--- config.mk ---
export PLATFORM = sky130hd
export DESIGN_NAME = acc_top
export DESIGN_NICKNAME = d
export VERILOG_FILES = /design/src/verilog/acc_pkg.sv /design/src/verilog/acc_top.sv /design/src/verilog/acc_sync.sv /design/src/verilog/acc_chan.sv
export SDC_FILE = /design/constraint.sdc
export NUM_CORES = 1
export LEC_CHECK = 0
export ABC_CLOCK_PERIOD_IN_PS = 5200
export BUFFER_PORTS_ARGS = -buffer_cell sky130_fd_sc_hd__buf_2
export CORE_UTILIZATION = 51
export CTS_BUF_LIST = sky130_fd_sc_hd__clkbuf_16
export DETAILED_ROUTE_END_ITERATION = 10
export MAX_ROUTING_LAYER = met4
export PLACE_DENSITY = 0.83
export SYNTH_ARGS = -nofsm -noshare
export SYNTH_HDL_FRONTEND = slang
export SYNTH_SLANG_ARGS = --single-unit
--- constraint.sdc ---
create_clock -name CLK_SYS -period 5.2 [get_ports CLK_SYS]
set_input_delay 0.78 -clock CLK_SYS [delete_from_list [all_inputs] [get_ports CLK_SYS]]
set_output_delay 0.78 -clock CLK_SYS [all_outputs]
set_load 0.01 [all_outputs]
--- src/verilog/acc_pkg.sv ---
package acc_pkg;

    // register indices; byte address is four times the index
    localparam logic [17:0] ACC_IDX_STATUS = 18'h00094;
    localparam logic [17:0] ACC_IDX_CFG_AB = 18'h0A030;
    localparam logic [17:0] ACC_IDX_CFG_CD = 18'h0A031;
    localparam logic [17:0] ACC_IDX_THR_1  = 18'h0A032;
    localparam logic [17:0] ACC_IDX_THR_2  = 18'h0A033;

    // values after reset
    localparam logic [7:0] ACC_RST_CFG  = 8'h00;
    localparam logic [7:0] ACC_RST_THR  = 8'h00;
    localparam logic [3:0] ACC_RST_HYST = 4'h0;

    // bit positions inside one channel nibble of a config byte
    localparam int ACC_POS_ON     = 3;
    localparam int ACC_POS_CHOICE = 2;
    localparam int ACC_POS_IRQ    = 1;
    localparam int ACC_POS_INV    = 0;
    localparam int ACC_NIB_HI     = 4;

    // status byte layout
    localparam int ACC_FLAG_LSB     = 4;
    localparam int ACC_LIVE_LSB     = 0;
    localparam int ACC_HYST_A_LSB   = 0;
    localparam int ACC_HYST_BCD_LSB = 2;

    // synchroniser depth for comparator outputs
    localparam int ACC_SYNC_STAGES = 2;

endpackage

--- src/verilog/acc_top.sv ---
`timescale 1ns/1ps
// Functional notes
// four channels A-D, each with own settings
// AB byte: A in 7:4, B in 3:0
// CD byte: C upper nibble, D lower nibble
// two 8-bit threshold codes drive ladders
// software zeroes unused threshold codes
// channel A choice: first or second code
// channels B-D choice: first or external
// invert bit flips the comparator result
// status 3:0 live outputs, low when off
// status 7:4 sticky flags D,C,B,A
// flag set on any live edge while on
// flags stay until software clears them
// irq allow bit gates a flag's request
// status write loads hysteresis codes
// software waits 20us after enabling
// software routes pin analog, drivers off
// write 0 clears flag; toggle wins
// interrupt is OR of allowed flags
module acc_top (
    input  wire logic        CLK_SYS,
    input  wire logic        RST_N,
    input  wire logic        PSEL,
    input  wire logic        PENABLE,
    input  wire logic        PWRITE,
    input  wire logic [19:0] PADDR,
    input  wire logic [31:0] PWDATA,
    output logic      [31:0] PRDATA,
    output logic             PREADY,
    output logic             PSLVERR,
    input  wire logic [3:0]  CMP_RAW,
    output logic      [3:0]  CMP_ON,
    output logic      [3:0]  REF_CHOICE,
    output logic      [7:0]  THRESHOLD_LEVEL_FIRST,
    output logic      [7:0]  THRESHOLD_LEVEL_SECOND,
    output logic      [1:0]  HYST_CODE_A,
    output logic      [1:0]  HYST_CODE_BCD,
    output logic             IRQ
);
    logic [7:0]  cfg_ab;
    logic [7:0]  cfg_cd;
    logic [7:0]  thr_first;
    logic [7:0]  thr_second;
    logic [3:0]  hyst;
    logic [31:0] prdata;
    logic        irq;

    logic [3:0]  raw_s;
    logic [3:0]  cmp_on;
    logic [3:0]  ref_choice;
    logic [3:0]  irq_allow;
    logic [3:0]  invert_out;
    logic [3:0]  live_out;
    logic [3:0]  toggle;
    logic [3:0]  edge_flag;
    logic [3:0]  flag_clr;

    wire  [17:0] word_idx = PADDR[19:2];
    wire         aligned  = (PADDR[1:0] == 2'h0);
    wire         setup    = PSEL & ~PENABLE;
    wire         access   = PSEL & PENABLE;

    // one setting bit of channel ch; A,C upper nibble, B,D lower
    function automatic logic pick(input logic [7:0] ab,
                                  input logic [7:0] cd,
                                  input int         ch,
                                  input int         pos);
        logic [7:0] cfg;
        int         bitpos;
        cfg    = (ch < 2) ? ab : cd;
        bitpos = ((ch % 2) == 0) ? pos + acc_pkg::ACC_NIB_HI : pos;
        return cfg[bitpos];
    endfunction

    // address match on a whole aligned word
    function automatic logic hit(input logic [17:0] idx,
                                 input logic [17:0] reg_idx,
                                 input logic        al);
        return al && (idx == reg_idx);
    endfunction

    // register decode
    wire sel_status = hit(word_idx, acc_pkg::ACC_IDX_STATUS, aligned);
    wire sel_ab     = hit(word_idx, acc_pkg::ACC_IDX_CFG_AB, aligned);
    wire sel_cd     = hit(word_idx, acc_pkg::ACC_IDX_CFG_CD, aligned);
    wire sel_thr1   = hit(word_idx, acc_pkg::ACC_IDX_THR_1, aligned);
    wire sel_thr2   = hit(word_idx, acc_pkg::ACC_IDX_THR_2, aligned);
    wire sel_any    = sel_status | sel_ab | sel_cd | sel_thr1 | sel_thr2;

    // zero-wait slave; unmapped or unaligned access answers with error
    assign PREADY  = 1'b1;
    assign PSLVERR = access & ~sel_any;

    wire wr_go     = access & PWRITE;
    wire wr_status = wr_go & sel_status;
    wire wr_ab     = wr_go & sel_ab;
    wire wr_cd     = wr_go & sel_cd;
    wire wr_thr1   = wr_go & sel_thr1;
    wire wr_thr2   = wr_go & sel_thr2;

    // read view of the status byte: flags over live outputs
    wire [7:0] status_view = {edge_flag, live_out};

    wire [7:0] rd_byte = sel_status ? status_view :
                         sel_ab     ? cfg_ab      :
                         sel_cd     ? cfg_cd      :
                         sel_thr1   ? thr_first   :
                         sel_thr2   ? thr_second  : 8'h00;

    // read data is captured in setup so it stands through access
    wire rd_cap = setup & ~PWRITE;

    // per-channel settings split out of the two config bytes
    genvar ch;
    generate
        for (ch = 0; ch < 4; ch++)
        begin : g_set
            assign cmp_on[ch]     = pick(cfg_ab, cfg_cd, ch,
                                         acc_pkg::ACC_POS_ON);
            assign ref_choice[ch] = pick(cfg_ab, cfg_cd, ch,
                                         acc_pkg::ACC_POS_CHOICE);
            assign irq_allow[ch]  = pick(cfg_ab, cfg_cd, ch,
                                         acc_pkg::ACC_POS_IRQ);
            assign invert_out[ch] = pick(cfg_ab, cfg_cd, ch,
                                         acc_pkg::ACC_POS_INV);
            // a zero written at the flag position clears it
            assign flag_clr[ch] = wr_status
                & ~PWDATA[acc_pkg::ACC_FLAG_LSB + ch];
        end
    endgenerate

    // comparator outputs are analog-side, so synchronise first
    acc_sync #(
        .WIDTH  (4),
        .STAGES (acc_pkg::ACC_SYNC_STAGES)
    ) u_sync (
        .CLK_SYS  (CLK_SYS),
        .RST_N    (RST_N),
        .async_in (CMP_RAW),
        .sync_out (raw_s)
    );

    // live output, edge detect and sticky flag per channel
    generate
        for (ch = 0; ch < 4; ch++)
        begin : g_chan
            acc_chan u_chan (
                .CLK_SYS    (CLK_SYS),
                .RST_N      (RST_N),
                .raw_s      (raw_s[ch]),
                .cmp_on     (cmp_on[ch]),
                .invert_out (invert_out[ch]),
                .flag_clr   (flag_clr[ch]),
                .live_out   (live_out[ch]),
                .toggle     (toggle[ch]),
                .edge_flag  (edge_flag[ch])
            );
        end
    endgenerate

    // config bytes and threshold codes
    always_ff @(posedge CLK_SYS)
    begin
        if (!RST_N)
        begin
            cfg_ab     <= acc_pkg::ACC_RST_CFG;
            cfg_cd     <= acc_pkg::ACC_RST_CFG;
            thr_first  <= acc_pkg::ACC_RST_THR;
            thr_second <= acc_pkg::ACC_RST_THR;
        end
        else
        begin
            if (wr_ab)
                cfg_ab <= PWDATA[7:0];
            if (wr_cd)
                cfg_cd <= PWDATA[7:0];
            if (wr_thr1)
                thr_first <= PWDATA[7:0];
            if (wr_thr2)
                thr_second <= PWDATA[7:0];
        end
    end

    // hysteresis codes are write-only; reads show flags and outputs
    always_ff @(posedge CLK_SYS)
    begin
        if (!RST_N)
            hyst <= acc_pkg::ACC_RST_HYST;
        else if (wr_status)
            hyst <= PWDATA[3:0];
    end

    // read data and the interrupt line, both from flops
    always_ff @(posedge CLK_SYS)
    begin
        if (!RST_N)
        begin
            prdata <= 32'h0000_0000;
            irq    <= 1'b0;
        end
        else
        begin
            if (rd_cap)
                prdata <= {24'h00_0000, rd_byte};
            irq <= |(edge_flag & irq_allow);
        end
    end

    // outputs toward the bus and the analog side
    assign PRDATA                 = prdata;
    assign IRQ                    = irq;
    assign CMP_ON                 = cmp_on;
    // bit 0: first/second code; bits 3:1: first code/external input
    assign REF_CHOICE             = ref_choice;
    assign THRESHOLD_LEVEL_FIRST  = thr_first;
    assign THRESHOLD_LEVEL_SECOND = thr_second;
    assign HYST_CODE_A   = hyst[acc_pkg::ACC_HYST_A_LSB +: 2];
    assign HYST_CODE_BCD = hyst[acc_pkg::ACC_HYST_BCD_LSB +: 2];

    generate
        for (ch = 0; ch < 4; ch++)
        begin : g_chk

        end
    endgenerate
endmodule

--- src/verilog/acc_sync.sv ---
`timescale 1ns/1ps
module acc_sync #(
    parameter int WIDTH  = 4,
    parameter int STAGES = acc_pkg::ACC_SYNC_STAGES
) (
    input  wire logic             CLK_SYS,
    input  wire logic             RST_N,
    input  wire logic [WIDTH-1:0] async_in,
    output logic      [WIDTH-1:0] sync_out
);
    logic [WIDTH-1:0] stage [STAGES];

    // first stage feeds only the next stage, never any logic
    always_ff @(posedge CLK_SYS)
    begin
        if (!RST_N)
        begin
            for (int s = 0; s < STAGES; s++)
                stage[s] <= '0;
        end
        else
        begin
            stage[0] <= async_in;
            for (int s = 1; s < STAGES; s++)
                stage[s] <= stage[s-1];
        end
    end

    assign sync_out = stage[STAGES-1];
endmodule

--- src/verilog/acc_chan.sv ---
`timescale 1ns/1ps
module acc_chan (
    input  wire logic CLK_SYS,
    input  wire logic RST_N,
    input  wire logic raw_s,
    input  wire logic cmp_on,
    input  wire logic invert_out,
    input  wire logic flag_clr,
    output logic      live_out,
    output logic      toggle,
    output logic      edge_flag
);
    logic live_prev;
    logic next_flag;

    // polarity first, then forced low while the channel is off
    assign live_out = cmp_on & (raw_s ^ invert_out);
    // any edge of the live output while on; switching off never sets
    assign toggle = cmp_on & (live_out ^ live_prev);
    // a toggle in the same cycle as a clear wins
    assign next_flag = toggle | (edge_flag & ~flag_clr);

    always_ff @(posedge CLK_SYS)
    begin
        if (!RST_N)
        begin
            live_prev <= 1'b0;
            edge_flag <= 1'b0;
        end
        else
        begin
            live_prev <= live_out;
            edge_flag <= next_flag;
        end
    end
endmodule

* Word-level counts from Yosys, hierarchy flattened *
Memories as Yosys holds them, arrays and structs flattened.
Index checks and enable logic that the tools add are counted.

operators by class
  divide/modulo/power cells = 0
  mux-type cells = 9
  multiply operators = 0
  bitwise logic cells = 56
  equal/unequal tests = 5
  order comparisons = 0
  reduce and logical (&&, ||, !) cells = 7
  shift-type cells = 0
  add/sub/neg operators = 0

operators by type and width
  cell                    number
  $eq A18 B16 Y1 const B  4
  $mux W8                 5
  $and A1 B1 Y1           26
  $eq A18 B8 Y1 const B   1
  $not A1 Y1              11
  $or A1 B1 Y1            10
  $mux W4                 2
  $xor A1 B1 Y1           8
  $logic_and A1 B1 Y1     5
  $and A4 B4 Y4           1
  $reduce_or A4 Y1        1
  $logic_not A2 Y1        1
  $mux W1                 2

word-level totals
  memories = 1
  output and inout bits = 63
  bits of input ports = 61
  bits in latches = 0
  logic and storage cells = 93
  flip-flop bits (word level) = 53
  bits in writable memories = 8
  memory bits (read-only) = 0

memories
  name          depth  bits a word  rd ports  clocked after memory_dff  wr ports  line            text
  u_sync.stage  2      4            2         0                         2         acc_sync.sv:11  logic [WIDTH-1:0] stage [STAGES];

* Depth between registers and ports, before layout *
  word-level depth = 8
  depth in mapped cells = 7
  mapped depth without buffers = 5

* Hierarchy *
A second synthesis with hierarchy kept.

second synthesis, totals
  cells, all modules = 337
  area total of the unflattened synthesis = 3191.8 µm²

by module, submodules not included
  module    sequential area each (µm²)  area each (µm²)  times used  cells an instance
  acc_top   900.9                       2501.1           1           281
  acc_chan  40.0                        112.6            4           9
  acc_sync  160.2                       240.2            1           20

* Worst setup path after synthesis *
Ideal clock, no wire load.

  kind = input to output
  from = input port PADDR[8]
  to = output port PSLVERR
  path buffers = 1
  arrival time = 2259 ps
  setup slack = 2161 ps
  stages = 5
  cell sequence = or4b_4 -> nor4_1 -> buf_2 -> nand2_1 -> and4_1

on the way
  cells in the longest elaborated chain, start to end = 8
  elaborated cells on any way between the ends = 16
  classes of those cells = eq/ne: 5; bitwise: 6; reduce/logical: 5

ends and longest elaborated chain
  item                                                    line           text
  start, declared                                         acc_top.sv:27  input wire logic [19:0] PADDR,
  $eq A18 B8 Y1 / $eq A18 B16 Y1 (equally long branches)  acc_top.sv:80  return al && (idx == reg_idx);
  $logic_and A1 B1 Y1                                     acc_top.sv:80
  $or A1 B1 Y1 (3 in a row)                               acc_top.sv:89  wire sel_any = sel_status | sel_ab | sel_cd | sel_thr1 | sel_thr2;
  $or A1 B1 Y1 (*)                                        acc_top.sv:89
  $not A1 Y1 (*)                                          acc_top.sv:93  assign PSLVERR = access & ~sel_any;
  $and A1 B1 Y1 (*)                                       acc_top.sv:93
  end, declared                                           acc_top.sv:31  output logic PSLVERR,

Mark *: on every way between the ends. The rest lies on a longest branch, timed or not.

* Worst setup path after layout *
Same ends and word-level chain as after synthesis.

==> key figures <==
Timing
  • Setup TNS: 0 ns
  • Worst hold-check slack: around 0.43 ns
  • Layout Skew: 0.003514 ns
  • RSZ-0062 raised after global routing: false
  • Final hold viol count: 0
  • F_max: between 300 and 400 MHz
  • Worst slew margin relative to its limit: around 53%
  • Final critical path time including I/O delays and setup: about 3.2 ns
  • Transition at the pin with the smallest max-transition slack: around 0.70 ns
  • Fraction of the cycle the final worst path needs: around three fifths
  • Max-slew violation count: 0
  • Final setup vio count: 0

Critical path
  • Max FO, Critical Path: 8
  • Family with the most delay on the worst path: simple AND/OR/NAND/NOR gates
  • Critical Path Start Type: primary input
  • Cells along the critical path: buf_2 > or4b_4 > nor3_2 > nand2_1 > and4_1 > buf_2
  • Arrival time at the worst endpoint: approximately 2.4 ns
  • Worst setup path class: in2out
  • Element type at the critical path end: output pin
  • Startpoint of the most critical register-to-register path: cfg_cd[0]
  • Crit Reg-Reg Endpoint: PRDATA[3]
  • R2r worst-path depth: 4
  • Data required time at the worst endpoint: ~4.4 ns
  • Slowest library cell on the worst path: sky130_fd_sc_hd__or4b_4
  • Minimum setup slack among reg-to-reg paths: 3.88 ns
  • Cell occurring most often along the worst timing path: sky130_fd_sc_hd__buf_2
  • Number of buffers and inverters on the critical path: 2
  • Largest stage delay, worst path: between 0.5 and 0.6 ns

Pwr
  • Combinational share of power: 5.9%
  • Cell area power density: about 320 nW/µm²
  • Share of power burned in registers: a little over two fifths
  • Switching share of power: between 20 and 25%
  • Reported net switching power: around 240 µW
  • Internal power component: 859.6 µW
  • Leakage power of the design: between 1.5 and 2 nW
  • Clk pwr share: just over 50%
  • Highest ir drop seen on vdd: slightly above 0.0002 V

Layout
  • Count of fill cells added during filler insertion: 460
  • Most frequent cells in the layout: sky130_fd_sc_hd__buf_2 (74), sky130_fd_sc_hd__dfxtp_1 (61), sky130_fd_sc_hd__nand2_1 (27), sky130_fd_sc_hd__o21ai_0 (27), sky130_fd_sc_hd__conb_1 (25)
  • Fin area: 3395 µm²
  • Leading cell type in the layout, fill and taps excluded: sky130_fd_sc_hd__buf_2
  • Ant. Diodes: 0
  • Area growth syn-to-layout: 18.21%
  • NumNets Final: 452
  • Share of layout cells above drive strength 1: approximately 27%

CTS
  • Clock insertion delay at the later pin of the skew report: 0.32 ns
  • Number of buffers created by CTS: 9
  • Buffer type at the clock tree root: sky130_fd_sc_hd__clkbuf_16
  • Number of buffers on the longest clock path: 2
  • Maximum level of the CTS H-tree: 3
  • Cts repair resizes: 0
  • Clock transition at the registers of the reported paths: 0.05 ns
  • Number of buffers inserted by hold repair at cts: 0
  • Buffer count from post-CTS setup fixing: 0
  • Clock Sinks: slightly above 60
  • CTS tree: built

Floorplanning
  • Chip Height: a little under 80 µm
  • Initial Util: about 54%
  • Total core area: 5270 µm²
  • Top-level port count: ~120
  • Die Outline Area: between 5000 and 6000 µm²
  • Chip Width: just under 80 µm
  • Total number of placement rows: 26

Detailed routing
  • Routed wire length per instance: roughly 16 µm
  • Antenna-violating nets left: 0
  • Detailed-route wire length: ~7.2 mm
  • Initial detailed-routing violation count: roughly 260
  • Pre-antenna DRT Iters: 5
  • Via Count: about 2600
  • DR DRC count: 0
  • Vias per cell: 5.637

Logic synthesis
  • Distinct cells, synth: 40
  • Ys flop type: sky130_fd_sc_hd__dfxtp_1
  • Synthesis warning total: 0
  • Synthesized instance count: about 330
  • Avg Cell Area, Syn: around 8.6 µm²
  • Count of flip-flops with a built-in enable after synthesis: 0
  • Proportion of synthesized chip area in sequential cells: between 40% and 50%
  • Syn Std Cell Area: approximately 2900 µm²
  • Synth async-reset ratio: 0%
  • Flip-flop and latch count after synthesis: about 60

Outcome
  • Status: completed

Hold path
  • Hold path depth: 1
  • Worst min-delay path startpoint: u_sync.stage[0][3]
  • Min-Delay Path Class: reg2reg
  • Capture endpoint of the worst hold path: u_sync.stage[0][7]

GRT
  • Initial antenna violation count: 0
  • Wire length of the first global-routing pass: around 11 mm
  • Maximum number of pins on one net before global-route repair: 71
  • Global-route usage over all layers: between 20 and 30%
  • Leftover overflow at the end of global routing: 0
  • Vias in the first global route: around 2300

Placed design
  • Detailed placement HPWL: 4.910 mm
  • Standard cell area after detailed placement: 3110 µm²
  • Routability Congestion: roughly 0.90
  • Port Buffers: 74

Run
  • Max cap viols: 0
## per-stage QoR
step | utilization, % | instances | power [mW] | setup WS [ns]
after floorplan | - | 356 | 0.5361 | 2.161
after global placement | 59.02 | 450 | 0.5468 | 2.059
after detailed placement | 59.02 | 450 | 0.5477 | 2.019
after CTS | 64.41 | 466 | 1.106 | 2.035
after global routing | 64.41 | 466 | 1.137 | 1.957
final | 64.41 | 466 | 1.102 | 2.030
## logic make-up after synthesis
kind of cell           Yosys count  share of synthesized area (%)
buffers and inverters           53                          11.29
XOR/XNOR                         8                          2.440
flip-flops                      61                          42.53
AND/OR/NAND/NOR                124                          23.36
other                            2                         0.2615
multiplexers                     8                          2.789
AO/OA/AOI/OAI                   77                          17.34
## cell type report
cell class	count	area [µm²]	area share [%]
Multi-Input combinational cell	242	1413	41.61
Sequential cell	61	1221	35.97
Timing Repair Buffer	76	385.4	11.35
Clock buffer	9	225.2	6.635
Tap cell	70	87.58	2.580
Clock inverter	7	58.81	1.732
Inverter	1	3.754	0.1106
## worst max-delay path by stage
stage	from	endpoint	slack [ns]	cells past startpoint
2_1_floorplan	PADDR[8]	PSLVERR	2.16	5
3_3_place_gp	PADDR[8]	cfg_ab[7]	2.06	5
3_5_place_dp	PADDR[8]	cfg_ab[2]	2.02	5
4_1_cts	PADDR[8]	PSLVERR	2.03	6
5_1_grt	PADDR[8]	PSLVERR	1.96	6
6_report	PADDR[8]	PSLVERR	2.03	6
## power by group through the flow
stage / Sequential, mW / Combinational, mW / Clock (mW)
floorplan: 0.485 / 0.0515 / 0
global placement: 0.484 / 0.0627 / 0
detailed placement: 0.484 / 0.0635 / 0
CTS: 0.475 / 0.0641 / 0.568
global route: 0.475 / 0.0712 / 0.591
finish: 0.475 / 0.0649 / 0.563
## state kept, by name (all words and copies together), names as in the netlist
signal / cells
PRDATA: 8
THRESHOLD_LEVEL_FIRST: 8
THRESHOLD_LEVEL_SECOND: 8
cfg_ab: 8
cfg_cd: 8
u_sync.stage: 8
g_chan.u_chan.edge_flag: 4
g_chan.u_chan.live_prev: 4
hyst: 4
IRQ: 1
## metal layers
layer | wire length [µm] | vias up | track usage, %
li1 | - | 1239 | -
met1 | 3066 | 1220 | 32.37
met2 | 3330 | 156 | 39.20
met3 | 757 | 12 | 5.595
met4 | 70 | 0 | 11.70
met5 | 0 | - | -
## cell usage after synthesis (3+ instances only)
master | count | share of area (%)
sky130_fd_sc_hd__a21boi_0 | 9 | 2.4
sky130_fd_sc_hd__a21oi_1 | 9 | 1.6
sky130_fd_sc_hd__a31o_2 | 10 | 3.0
sky130_fd_sc_hd__a31oi_1 | 5 | 1.1
sky130_fd_sc_hd__a32oi_1 | 3 | 0.92
sky130_fd_sc_hd__and2_1 | 9 | 2.0
sky130_fd_sc_hd__and3_1 | 8 | 1.7
sky130_fd_sc_hd__buf_4 | 33 | 8.6
sky130_fd_sc_hd__clkbuf_1 | 16 | 2.1
sky130_fd_sc_hd__dfxtp_1 | 61 | 43
sky130_fd_sc_hd__mux2i_1 | 8 | 2.8
sky130_fd_sc_hd__nand2_1 | 27 | 3.5
sky130_fd_sc_hd__nand3_1 | 20 | 3.5
sky130_fd_sc_hd__nand4_1 | 5 | 1.1
sky130_fd_sc_hd__nor2_1 | 22 | 2.9
sky130_fd_sc_hd__nor2b_1 | 11 | 2.4
sky130_fd_sc_hd__o21ai_0 | 27 | 4.7
sky130_fd_sc_hd__o22ai_1 | 4 | 0.87
sky130_fd_sc_hd__o2bb2ai_1 | 3 | 0.92
sky130_fd_sc_hd__o31ai_1 | 3 | 0.78
sky130_fd_sc_hd__or3_1 | 8 | 1.7
sky130_fd_sc_hd__or4_4 | 3 | 1.2
sky130_fd_sc_hd__xor2_1 | 8 | 2.4
(Power assumes the default switching activity.)
